<file path="src/tlih_pkg.sv">
// Constants shared by the two-level interrupt handler files.
// How it works
// - Source condition sets its pending flag.
// - Request needs pending, source enable, global enable.
// - Core finishes instruction, then long-calls vector.
// - Return instruction resumes the interrupted program.
// - Disabled source's flag never causes a request.
// - Flags set whether or not enabled.
// - Hardware-cleared flags clear when core vectors.
// - Flag still set after return re-requests.
// - One independent enable bit per source.
// - Source enables count only with global enable.
// - Global enable low suppresses every request.
// - Masked interrupts stay pending until enabled.
// - Each source gets one of two levels.
// - Software flag write acts like hardware event.
// - High preempts low; high never preempted.
// - Higher level first, then fixed source order.
// - Decode each cycle; fastest response seven cycles.
// - Equal-or-lower waits past return plus one instruction.
`default_nettype none

package tlih_pkg;

	localparam int TLIH_NUM_SRC = 19;
	localparam int TLIH_VEC_W = 16;
	localparam logic [TLIH_VEC_W-1:0] TLIH_VEC_BASE = 16'h0003;
	localparam logic [TLIH_VEC_W-1:0] TLIH_VEC_STEP = 16'h0008;
	localparam logic [31:0] TLIH_HW_CLR_MASK = 32'h0000_000F;
	localparam int TLIH_RESP_MIN_CYCLES = 7;
	localparam logic TLIH_FLAG_RESET = 1'b0;
	localparam logic TLIH_LEVEL_RESET = 1'b0;

	typedef enum logic {
		TLIH_ST_IDLE,
		TLIH_ST_REQUEST
	} tlih_state_t;

endpackage

`default_nettype wire

</file>
<file path="src/tlih_flag_bank.sv">
// Pending flag storage, one flip-flop per source.
`timescale 1ns/1ps
`default_nettype none

module tlih_flag_bank
	import tlih_pkg::*;
#(
	parameter int NUM_SRC = TLIH_NUM_SRC
) (
	input wire logic i_clock,
	input wire logic i_rst,
	input wire logic [NUM_SRC-1:0] i_set,
	input wire logic [NUM_SRC-1:0] i_clear,
	output logic [NUM_SRC-1:0] o_flag
);

	generate
		if (NUM_SRC < 1) begin : g_check
			$error("tlih_flag_bank: NUM_SRC must be at least 1");
		end
	endgenerate

	logic [NUM_SRC-1:0] next_flag;

	genvar g;
	generate
		for (g = 0; g < NUM_SRC; g++) begin : g_flag
			// A set in the same cycle as a clear wins, so no event is lost.
			always_comb begin
				next_flag[g] = (o_flag[g] & ~i_clear[g]) | i_set[g];
			end

			always_ff @(posedge i_clock) begin
				if (i_rst) begin
					o_flag[g] <= TLIH_FLAG_RESET;
				end else begin
					o_flag[g] <= next_flag[g];
				end
			end
		end
	endgenerate

endmodule

`default_nettype wire

</file>
<file path="src/tlih_arbiter.sv">
// Two-level priority arbiter with fixed order inside a level.
`timescale 1ns/1ps
`default_nettype none

module tlih_arbiter
	import tlih_pkg::*;
#(
	parameter int NUM_SRC = TLIH_NUM_SRC,
	parameter int IDX_W = $clog2(TLIH_NUM_SRC)
) (
	input wire logic [NUM_SRC-1:0] i_cand,
	input wire logic [NUM_SRC-1:0] i_high,
	output logic o_valid,
	output logic [IDX_W-1:0] o_idx,
	output logic o_is_high
);

	// A narrower index could not name every source and would alias two of them.
	generate
		if (NUM_SRC < 1 || IDX_W < 1 || IDX_W < $clog2(NUM_SRC)) begin : g_check
			$error("tlih_arbiter: IDX_W too narrow for NUM_SRC");
		end
	endgenerate

	logic [NUM_SRC-1:0] cand_high;
	logic [NUM_SRC-1:0] pick_set;

	always_comb begin
		cand_high = i_cand & i_high;
		pick_set = (|cand_high) ? cand_high : i_cand;
		o_valid = |i_cand;
		o_is_high = |cand_high;
		o_idx = '0;
		// Walk from the top so the lowest index wins the tie.
		for (int k = NUM_SRC - 1; k >= 0; k--) begin
			if (pick_set[k]) begin
				o_idx = IDX_W'(k);
			end
		end
	end

endmodule

`default_nettype wire

</file>
<file path="src/tlih_handler.sv">
// Two-level interrupt handler: flags, enables, arbitration and the core handshake.
`timescale 1ns/1ps
`default_nettype none

module tlih_handler
	import tlih_pkg::*;
#(
	parameter int NUM_SRC = TLIH_NUM_SRC,
	parameter logic [NUM_SRC-1:0] HW_CLR_MASK = TLIH_HW_CLR_MASK[NUM_SRC-1:0],
	parameter int IDX_W = $clog2(TLIH_NUM_SRC)
) (
	input wire logic i_clock,
	input wire logic i_rst,
	input wire logic [NUM_SRC-1:0] i_src_event,
	input wire logic [NUM_SRC-1:0] i_sw_flag_set,
	input wire logic [NUM_SRC-1:0] i_sw_flag_clear,
	input wire logic [NUM_SRC-1:0] i_src_enable,
	input wire logic i_global_irq_enable,
	input wire logic [NUM_SRC-1:0] i_src_high_priority,
	input wire logic i_instr_done,
	input wire logic i_interrupt_return_instruction_done,
	input wire logic i_irq_ack,
	output logic [NUM_SRC-1:0] o_pending,
	output logic o_irq_req,
	output logic [TLIH_VEC_W-1:0] o_vector,
	output logic [IDX_W-1:0] o_src_idx,
	output logic o_req_high,
	output logic o_active_low,
	output logic o_active_high,
	output logic o_interrupt_return_instruction_hold
);

	generate
		if (NUM_SRC < 2 || NUM_SRC > 32 || IDX_W != $clog2(NUM_SRC)) begin : g_check
			$error("tlih_handler: NUM_SRC must be 2..32 and IDX_W must be clog2(NUM_SRC)");
		end
	endgenerate

	tlih_state_t state;
	tlih_state_t next_state;
	logic next_irq_req;
	logic [TLIH_VEC_W-1:0] next_vector;
	logic [IDX_W-1:0] next_src_idx;
	logic next_req_high;
	logic next_active_low;
	logic next_active_high;
	logic next_interrupt_return_instruction_hold;

	logic [NUM_SRC-1:0] hw_clear;
	logic [NUM_SRC-1:0] flag_set;
	logic [NUM_SRC-1:0] flag_clear;
	logic [NUM_SRC-1:0] enabled;
	logic [NUM_SRC-1:0] level_ok;
	logic [NUM_SRC-1:0] cand;
	logic arb_valid;
	logic [IDX_W-1:0] arb_idx;
	logic arb_high;
	logic take_ack;

	// Hardware events and software writes of one both set the flag.
	always_comb begin
		flag_set = i_src_event | i_sw_flag_set;
		flag_clear = i_sw_flag_clear | hw_clear;
	end

	tlih_flag_bank #(
		.NUM_SRC(NUM_SRC)
	) u_flags (
		.i_clock(i_clock),
		.i_rst(i_rst),
		.i_set(flag_set),
		.i_clear(flag_clear),
		.o_flag(o_pending)
	);

	// Enables gate the candidates only; the flags themselves never see the enables,
	// so a masked interrupt simply waits in its flag until it is unmasked.
	always_comb begin
		enabled = o_pending & i_src_enable & {NUM_SRC{i_global_irq_enable}};
		if (o_active_high) begin
			level_ok = '0;
		end else if (o_active_low) begin
			level_ok = i_src_high_priority;
		end else begin
			level_ok = '1;
		end
		cand = enabled & level_ok & {NUM_SRC{~o_interrupt_return_instruction_hold}};
	end

	tlih_arbiter #(
		.NUM_SRC(NUM_SRC),
		.IDX_W(IDX_W)
	) u_arb (
		.i_cand(cand),
		.i_high(i_src_high_priority),
		.o_valid(arb_valid),
		.o_idx(arb_idx),
		.o_is_high(arb_high)
	);

	always_comb begin
		take_ack = (state == TLIH_ST_REQUEST) && i_irq_ack;
		hw_clear = '0;
		if (take_ack) begin
			// Only sources with a single unambiguous cause are cleared on vectoring.
			hw_clear[o_src_idx] = HW_CLR_MASK[o_src_idx];
		end
	end

	// Request sequencer. The request and vector are frozen while waiting for the
	// core, so a later, better request waits for the next decode rather than
	// changing the vector under a long call already in flight.
	always_comb begin
		next_state = state;
		next_irq_req = o_irq_req;
		next_vector = o_vector;
		next_src_idx = o_src_idx;
		next_req_high = o_req_high;
		case (state)
			TLIH_ST_IDLE: begin
				if (arb_valid) begin
					next_state = TLIH_ST_REQUEST;
					next_irq_req = 1'b1;
					next_src_idx = arb_idx;
					next_req_high = arb_high;
					next_vector = TLIH_VEC_BASE
						+ TLIH_VEC_W'(TLIH_VEC_STEP * TLIH_VEC_W'(arb_idx));
				end
			end
			TLIH_ST_REQUEST: begin
				if (i_irq_ack) begin
					next_state = TLIH_ST_IDLE;
					next_irq_req = 1'b0;
				end
			end
			default: begin
				next_state = TLIH_ST_IDLE;
				next_irq_req = 1'b0;
			end
		endcase
	end

	always_ff @(posedge i_clock) begin
		if (i_rst) begin
			state <= TLIH_ST_IDLE;
			o_irq_req <= 1'b0;
			o_vector <= '0;
			o_src_idx <= '0;
			o_req_high <= TLIH_LEVEL_RESET;
		end else begin
			state <= next_state;
			o_irq_req <= next_irq_req;
			o_vector <= next_vector;
			o_src_idx <= next_src_idx;
			o_req_high <= next_req_high;
		end
	end

	// In-service levels. A return with no ack in the same cycle closes the highest open level, which is
	// the routine that is running; the low level then carries on where it was.
	always_comb begin
		next_active_low = o_active_low;
		next_active_high = o_active_high;
		if (take_ack) begin
			if (o_req_high) begin
				next_active_high = 1'b1;
			end else begin
				next_active_low = 1'b1;
			end
		end else if (i_interrupt_return_instruction_done) begin
			if (o_active_high) begin
				next_active_high = 1'b0;
			end else begin
				next_active_low = 1'b0;
			end
		end
	end

	// After a return, one more instruction must complete before any new entry.
	always_comb begin
		next_interrupt_return_instruction_hold = o_interrupt_return_instruction_hold;
		if (i_interrupt_return_instruction_done) begin
			next_interrupt_return_instruction_hold = 1'b1;
		end else if (i_instr_done) begin
			next_interrupt_return_instruction_hold = 1'b0;
		end
	end

	always_ff @(posedge i_clock) begin
		if (i_rst) begin
			o_active_low <= 1'b0;
			o_active_high <= 1'b0;
			o_interrupt_return_instruction_hold <= 1'b0;
		end else begin
			o_active_low <= next_active_low;
			o_active_high <= next_active_high;
			o_interrupt_return_instruction_hold <= next_interrupt_return_instruction_hold;
		end
	end

endmodule

`default_nettype wire

</file>
<file path="config.mk">
export PLATFORM = sky130hd
export DESIGN_NAME = tlih_handler
export DESIGN_NICKNAME = d
export VERILOG_FILES = /design/src/tlih_pkg.sv /design/src/tlih_flag_bank.sv /design/src/tlih_arbiter.sv /design/src/tlih_handler.sv
export SDC_FILE = /design/constraint.sdc
export NUM_CORES = 1
export LEC_CHECK = 0
export BUFFER_PORTS_ARGS = -buffer_cell sky130_fd_sc_hd__buf_2
export CAP_MARGIN = 20
export CORE_MARGIN = 5
export CORE_UTILIZATION = 30
export CTS_BUF_LIST = sky130_fd_sc_hd__clkbuf_2 sky130_fd_sc_hd__clkbuf_4 sky130_fd_sc_hd__clkbuf_8
export CTS_CLUSTER_DIAMETER = 50
export DETAILED_ROUTE_END_ITERATION = 10
export PLACE_DENSITY_LB_ADDON = 0.08
export SYNTH_ARGS = -nofsm -noshare
export SYNTH_HDL_FRONTEND = slang
export SYNTH_SLANG_ARGS = --single-unit
export TNS_END_PERCENT = 10
</file>
<file path="constraint.sdc">
create_clock -name i_clock -period 3.5 [get_ports i_clock]
set_input_delay 1.05 -clock i_clock [delete_from_list [all_inputs] [get_ports i_clock]]
set_output_delay 1.05 -clock i_clock [all_outputs]
set_load 0.01 [all_outputs]
</file>
Word level (Yosys, flattened, before mapping)

Memories as Yosys holds them, arrays and structs flattened. A register that Yosys moved wholly into a read port is not among the register bits.
Cells that the tools add are included.
W data, S select, Z words.

Bits in registers: 46
Memories kept: 1
Word-level logic and storage cells: 156
Memory bits (read-only): 32
Output and inout bits: 45
Bits of input ports: 101

$lt $le $gt $ge: 2
Reductions and logical operators: 10
Bitwise operators: 67
Multiplexer cells: 43
Equality and inequality tests: 5
$add $sub $neg: 1

Memory list:

| name             | words | width | rd ports | clocked after Yosys merged registers in | write ports | line                | source |
|---|---|---|---|---|---|---|---|
| (name not given) | 32    | 1     | 1        | 1                                       | 0           | tlih_handler.sv:106 | `hw_clear[o_src_idx] = HW_CLR_MASK[o_src_idx];` |

Operators with widths:

| operator              | count |
|---|---|
| $and A19 B19 Y19      | 6 |
| $mux W5               | 21 |
| $mux W19              | 4 |
| $or A19 B19 Y19       | 2 |
| $reduce_or A19 Y1     | 2 |
| $not A1 Y1            | 21 |
| $and A1 B1 Y1         | 19 |
| $or A1 B1 Y1          | 19 |
| $mux W1               | 15 |
| $add A2 B8 Y9 const A | 1 |
| $ne A2 B2 Y1 const B  | 4 |
| $lt A5 B6 Y1 const B  | 1 |
| $reduce_and A2 Y1     | 3 |
| $demux W1 S5          | 1 |
| $ge A5 B1 Y1 const B  | 1 |
| $pmux W1 S2           | 2 |
| $reduce_bool A2 Y1    | 2 |
| $reduce_and A3 Y1     | 1 |
| $logic_and A1 B1 Y1   | 2 |
| $ne A2 B1 Y1 const B  | 1 |

Longest topological paths before layout

Word-level depth: 28
Depth in mapped cells: 11
Mapped depth without buffers: 9

Cells and area by module

Synthesis repeated with hierarchy kept, for this count alone.

Cell total of the unflattened synthesis: 320
Area, all modules: 2504.9 um^2

By module, submodules not included:

| module         | instances | area an instance (um^2) | seq. area each (um^2) | cells each |
|---|---|---|---|---|
| tlih_handler   | 1         | 1211.2                  | 260.2                 | 150 |
| tlih_flag_bank | 1         | 734.5                   | 380.4                 | 78 |
| tlih_arbiter   | 1         | 559.3                   | 0.0                   | 92 |

Worst setup path after synthesis

No wires, ideal clock.

Path kind: in2reg
From: input port i_src_high_priority[12]
To: register o_src_idx[4]
Data arrival time: 2860 ps
Buffers on the path: 2
Slack: 523 ps
Data required time: 3383 ps
Cell stages on the path: 10
Setup time: 117 ps
Path through: and3_1 nand4b_4 or4_4 nor2_4 buf_6 buf_12 nand2_2 a31oi_2 nor2_1 a32o_1

Cells in the longest elaborated chain, start to end: 26
Elaborated cells between the ends (all ways): 28
Classes of those cells: 22 x mux; 3 x bitwise; 3 x reduce/logical

Ends and longest elaborated chain:

| what                           | line                | source |
|---|---|---|
| from (decl)                    | tlih_handler.sv:19  | `input wire logic [NUM_SRC-1:0] i_src_high_priority,` |
| $mux W19                       | tlih_handler.sv:82  | `end else if (o_active_low) begin` |
| $mux W19                       | tlih_handler.sv:80  | `if (o_active_high) begin` |
| $and A19 B19 Y19 (2 in series) | tlih_handler.sv:87  | `cand = enabled & level_ok & {NUM_SRC{~o_interrupt_return_instruction_hold}};` |
| $and A19 B19 Y19               | tlih_arbiter.sv:29  | `cand_high = i_cand & i_high;` |
| $reduce_or A19 Y1              | tlih_arbiter.sv:30  | `pick_set = (\|cand_high) ? cand_high : i_cand;` |
| $mux W19                       | tlih_arbiter.sv:30  |  |
| $mux W5 (19 in series)         | tlih_arbiter.sv:36  | `if (pick_set[k]) begin` |
| to (signal assigned)           | tlih_handler.sv:154 | `o_src_idx <= next_src_idx;` |
| to (decl)                      | tlih_handler.sv:26  | `output logic [IDX_W-1:0] o_src_idx,` |

Several ways; a longest one is shown, not always the timed one.
A chain may end at the register's enable or synchronous reset.

Final worst setup path

From: input port i_src_enable[17]
To: register o_src_idx[0]

Cells in the longest elaborated chain, start to end: 25
Elaborated cells between the ends (all ways): 27
Classes of those cells: 19 x mux; 5 x bitwise; 3 x reduce/logical

Ends and longest elaborated chain:

| what                               | line               | source |
|---|---|---|
| from (decl)                        | tlih_handler.sv:17 | `input wire logic [NUM_SRC-1:0] i_src_enable,` |
| $and A19 B19 Y19 (*) (2 in series) | tlih_handler.sv:79 | `enabled = o_pending & i_src_enable & {NUM_SRC{i_global_irq_enable}};` |
| $and A19 B19 Y19 (*) (2 in series) | tlih_handler.sv:87 |  |
| $and A19 B19 Y19                   | tlih_arbiter.sv:29 |  |
| $reduce_or A19 Y1                  | tlih_arbiter.sv:30 |  |
| $mux W19                           | tlih_arbiter.sv:30 |  |
| $mux W5 (18 in series)             | tlih_arbiter.sv:36 |  |

Mark *: on every way between the ends. The rest lies on a longest branch, timed or not.

==> reports/qor.yml <==
setup_path:
  crit_cells: 10
  slowest_stage: "or4_1"
  ff2ff_path_depth: 9
  critPathLaunchType: "primary input"
  end_kind: "flip-flop"
  critical-path-top-delay-family: "simple AND/OR/NAND/NOR gates"
  crit_path_max_fanout: 6
  crit_buf_inv: 1
  cp_cell_sequence: "buf_2 -> and2_1 -> o2bb2ai_1 -> or4_1 -> nor3_2 -> o21ai_0 -> o32a_1 -> o32ai_1 -> a22oi_1 -> nand2_1"
  crit_type: "primary input to flip-flop"
  slowest_delay_ns: 0.61
  crit_arrival_ns: 3.37
  required_ns: 3.73
power_and_ir_drop:
  p_sw_w: 0.000347
  p_per_area_nw_per_um2: 332
  intPower_w: 0.000697
  swShare: 0.333
  p_clk_frac: 0.299
  pwr-share-comb: 0.293
  p_leak_nw: 1.50
  finalPower_w: 0.00104
  max-vdd-ir-drop_v: 0.000157
  p_seq_frac: 0.408
clocking:
  clkSinkCount: 32
  htreeDepth: 2
  path_clk_slew_ns: 0.07
  cts_max_path_buffers: 2
  clk_latency_ns: 0.28
  cts_tree: "built"
  cts_setup_buffers: 0
  cts_root_buf: "clkbuf_8"
  cts.repair.resized: 0
  cts_hold_buf: 0
  numCtsBuffers: 5
sta:
  fin_crit_sh: 0.898
  fmax_mhz: 318
  hold_viol: 0
  setup_viol: 0
  maxSlewViolCount: 0
  relSlewSlack: 0.581
  holdWs_ns: 0.451
  setup-tns-final_ns: 0
  max_slew.worst_pin.slew_ns: 0.623
  skew_ns: 0.00554
  rsz0062_at_grt: "false"
  finalCriticalPeriod_ns: 3.14
global_route:
  grt_use_met3: 0.0474
  grt_max_degree: 30
  grt_pass1_wl_um: 14200
  antenna_found_initial: 0
  grtUsageMet2: 0.310
  grt_overflow: 0
  grt_pass1_vias: 2786
  grt.busiest_layer: "met2"
  met1_usage: 0.240
  track_usage: 0.186
synthesis:
  yosysTopAreaCellShare: 0.279
  ys_async_sr_fraction: 0
  synth-edff-count: 0
  netlist_instances: 319
  ys_ff_latch: 32
  yosysUniqueCellTypes: 58
  synth_top_area_cell: "dfxtp_1"
  ys.flop_type: "dfxtp_1"
  seq_area_frac_synth: 0.279
  synth_area_leaders: "dfxtp_1 28%, a21oi_1 7.2%, nand2b_1 5.4%"
  syn-cell-area_um2: 2300
  ys.warnings.count: 0
  avgSynthCellArea_um2: 7.20
final_layout:
  fin_nets: 556
  final_cell_mix: "136 x buf_2, 33 x nor2_1, 33 x a21oi_1, 32 x dfxtp_1, 29 x nand2_1"
  areaGrowthSynthToFinish_pct: 37.1
  layout_commonest_cell: "buf_2"
  drive_above_1_share: 0.362
  diodes: 0
  post-route-util: 0.414
floorplan:
  die_area_um2: 9510
  core-area_um2: 7610
  start_util: 0.302
  die_w_um: 97.5
  io_pins: 146
  rows: 32
  die_h_um: 97.5
routing:
  drtAntennaViolNets: 0
  drt_first_pass_iters: 5
  drtIter0Drc: 129
  remaining_drc_errors: 0
  vias: 2808
  wirelength_um: 9280
  wl_per_cell_um: 16.6
  viasPerCell: 5.03
placed_design:
  port_buffers: 136
  place_hpwl_um: 7650
  gp_congestion: 0.879
hold_path:
  min-delay-path-class: "flip-flop to flip-flop"
  hold_depth: 2
run_status:
  status: "finished clean"
run:
  cap_violations: 0
[metrics by stage]
stage               cells  setup slack, ns  area [µm²]
CTS                   558            0.390        3150
global placement      550            0.173        3050
finish                558            0.359        3150
detailed placement    550           0.0913        3050
global route          558            0.279        3150
floorplan             327            0.523        2330
[power by group through the flow]
stage	Sequential, W	Clock, W	Combinational (W)
after floorplan	0.000432	0	0.000175
after global placement	0.000434	0	0.000309
after detailed placement	0.000434	0	0.000307
after CTS	0.000425	0.000324	0.000308
after global routing	0.000430	0.000338	0.000336
final	0.000425	0.000312	0.000306
[cell type report]
class / count / area (µm²)
Timing Repair Buffer: 147 / 776
Sequential cell: 32 / 641
Clock inverter: 1 / 7.51
Fill cell: 872 / 4460
Tap cell: 102 / 128
Inverter: 14 / 52.6
Multi-Input combinational cell: 255 / 1460
Clock buffer: 7 / 90.1
[logic make-up (layout without fill, tap and decap cells)]
logic type / after synthesis / count (layout) / synth area share
AND/OR/NAND/NOR: 152 / 152 / 0.349
AO/OA/AOI/OAI: 94 / 94 / 0.270
buffers and inverters: 40 / 169 / 0.101
flip-flops: 32 / 32 / 0.279
other: 1 / 9 / 0.00163
[worst paths after layout]
check,endpoint,start,slack [ns]
setup reg to reg,o_src_idx[0],u_flags.o_flag[17],0.87
hold reg to reg,o_vector[1],o_vector[1],0.45
hold / removal,o_vector[1],o_vector[1],0.45
setup / recovery,o_src_idx[0],i_src_enable[17],0.36
[worst register-to-register path: stages (launching register included)]
cell	delay (ns)
dfxtp_1	0.33
and2_1	0.19
o2bb2ai_1	0.15
or4_1	0.61
nor3_2	0.49
o21ai_0	0.27
o32a_1	0.22
o32ai_1	0.14
a22oi_1	0.11
nand2_1	0.07
[state kept, by name (all words and copies together) (netlist names), named ones only]
| signal | count |
|---|---|
| o_irq_req | 1 |
| u_flags.o_flag | 19 |
| o_req_high | 1 |
| o_interrupt_return_instruction_hold | 1 |
| o_active_low | 1 |
| state | 1 |
| o_active_high | 1 |
| o_vector | 1 |
| o_src_idx | 5 |
[routing by layer]
layer | wire (µm) | up-vias
met5 | 0 | -
met1 | 4110 | 1275
met2 | 4350 | 113
met4 | 93 | 0
li1 | - | 1410
met3 | 714 | 10
[cells in the mapped netlist, types with 4 or more instances]
cell and instances:
inv_1 13, nor2_1 33, o211ai_1 8, nand3_1 15
and2_1 4, nand2_1 29, a311oi_1 4, clkbuf_1 7
buf_4 15, nor3b_1 4, dfxtp_1 32, nand4b_1 4
nand2b_1 20, and3_1 4, or3_1 4, nor3_1 21
o21ai_0 11, a31oi_1 6, a21oi_1 33
No activity file was read; power rests on OpenSTA's default activity.
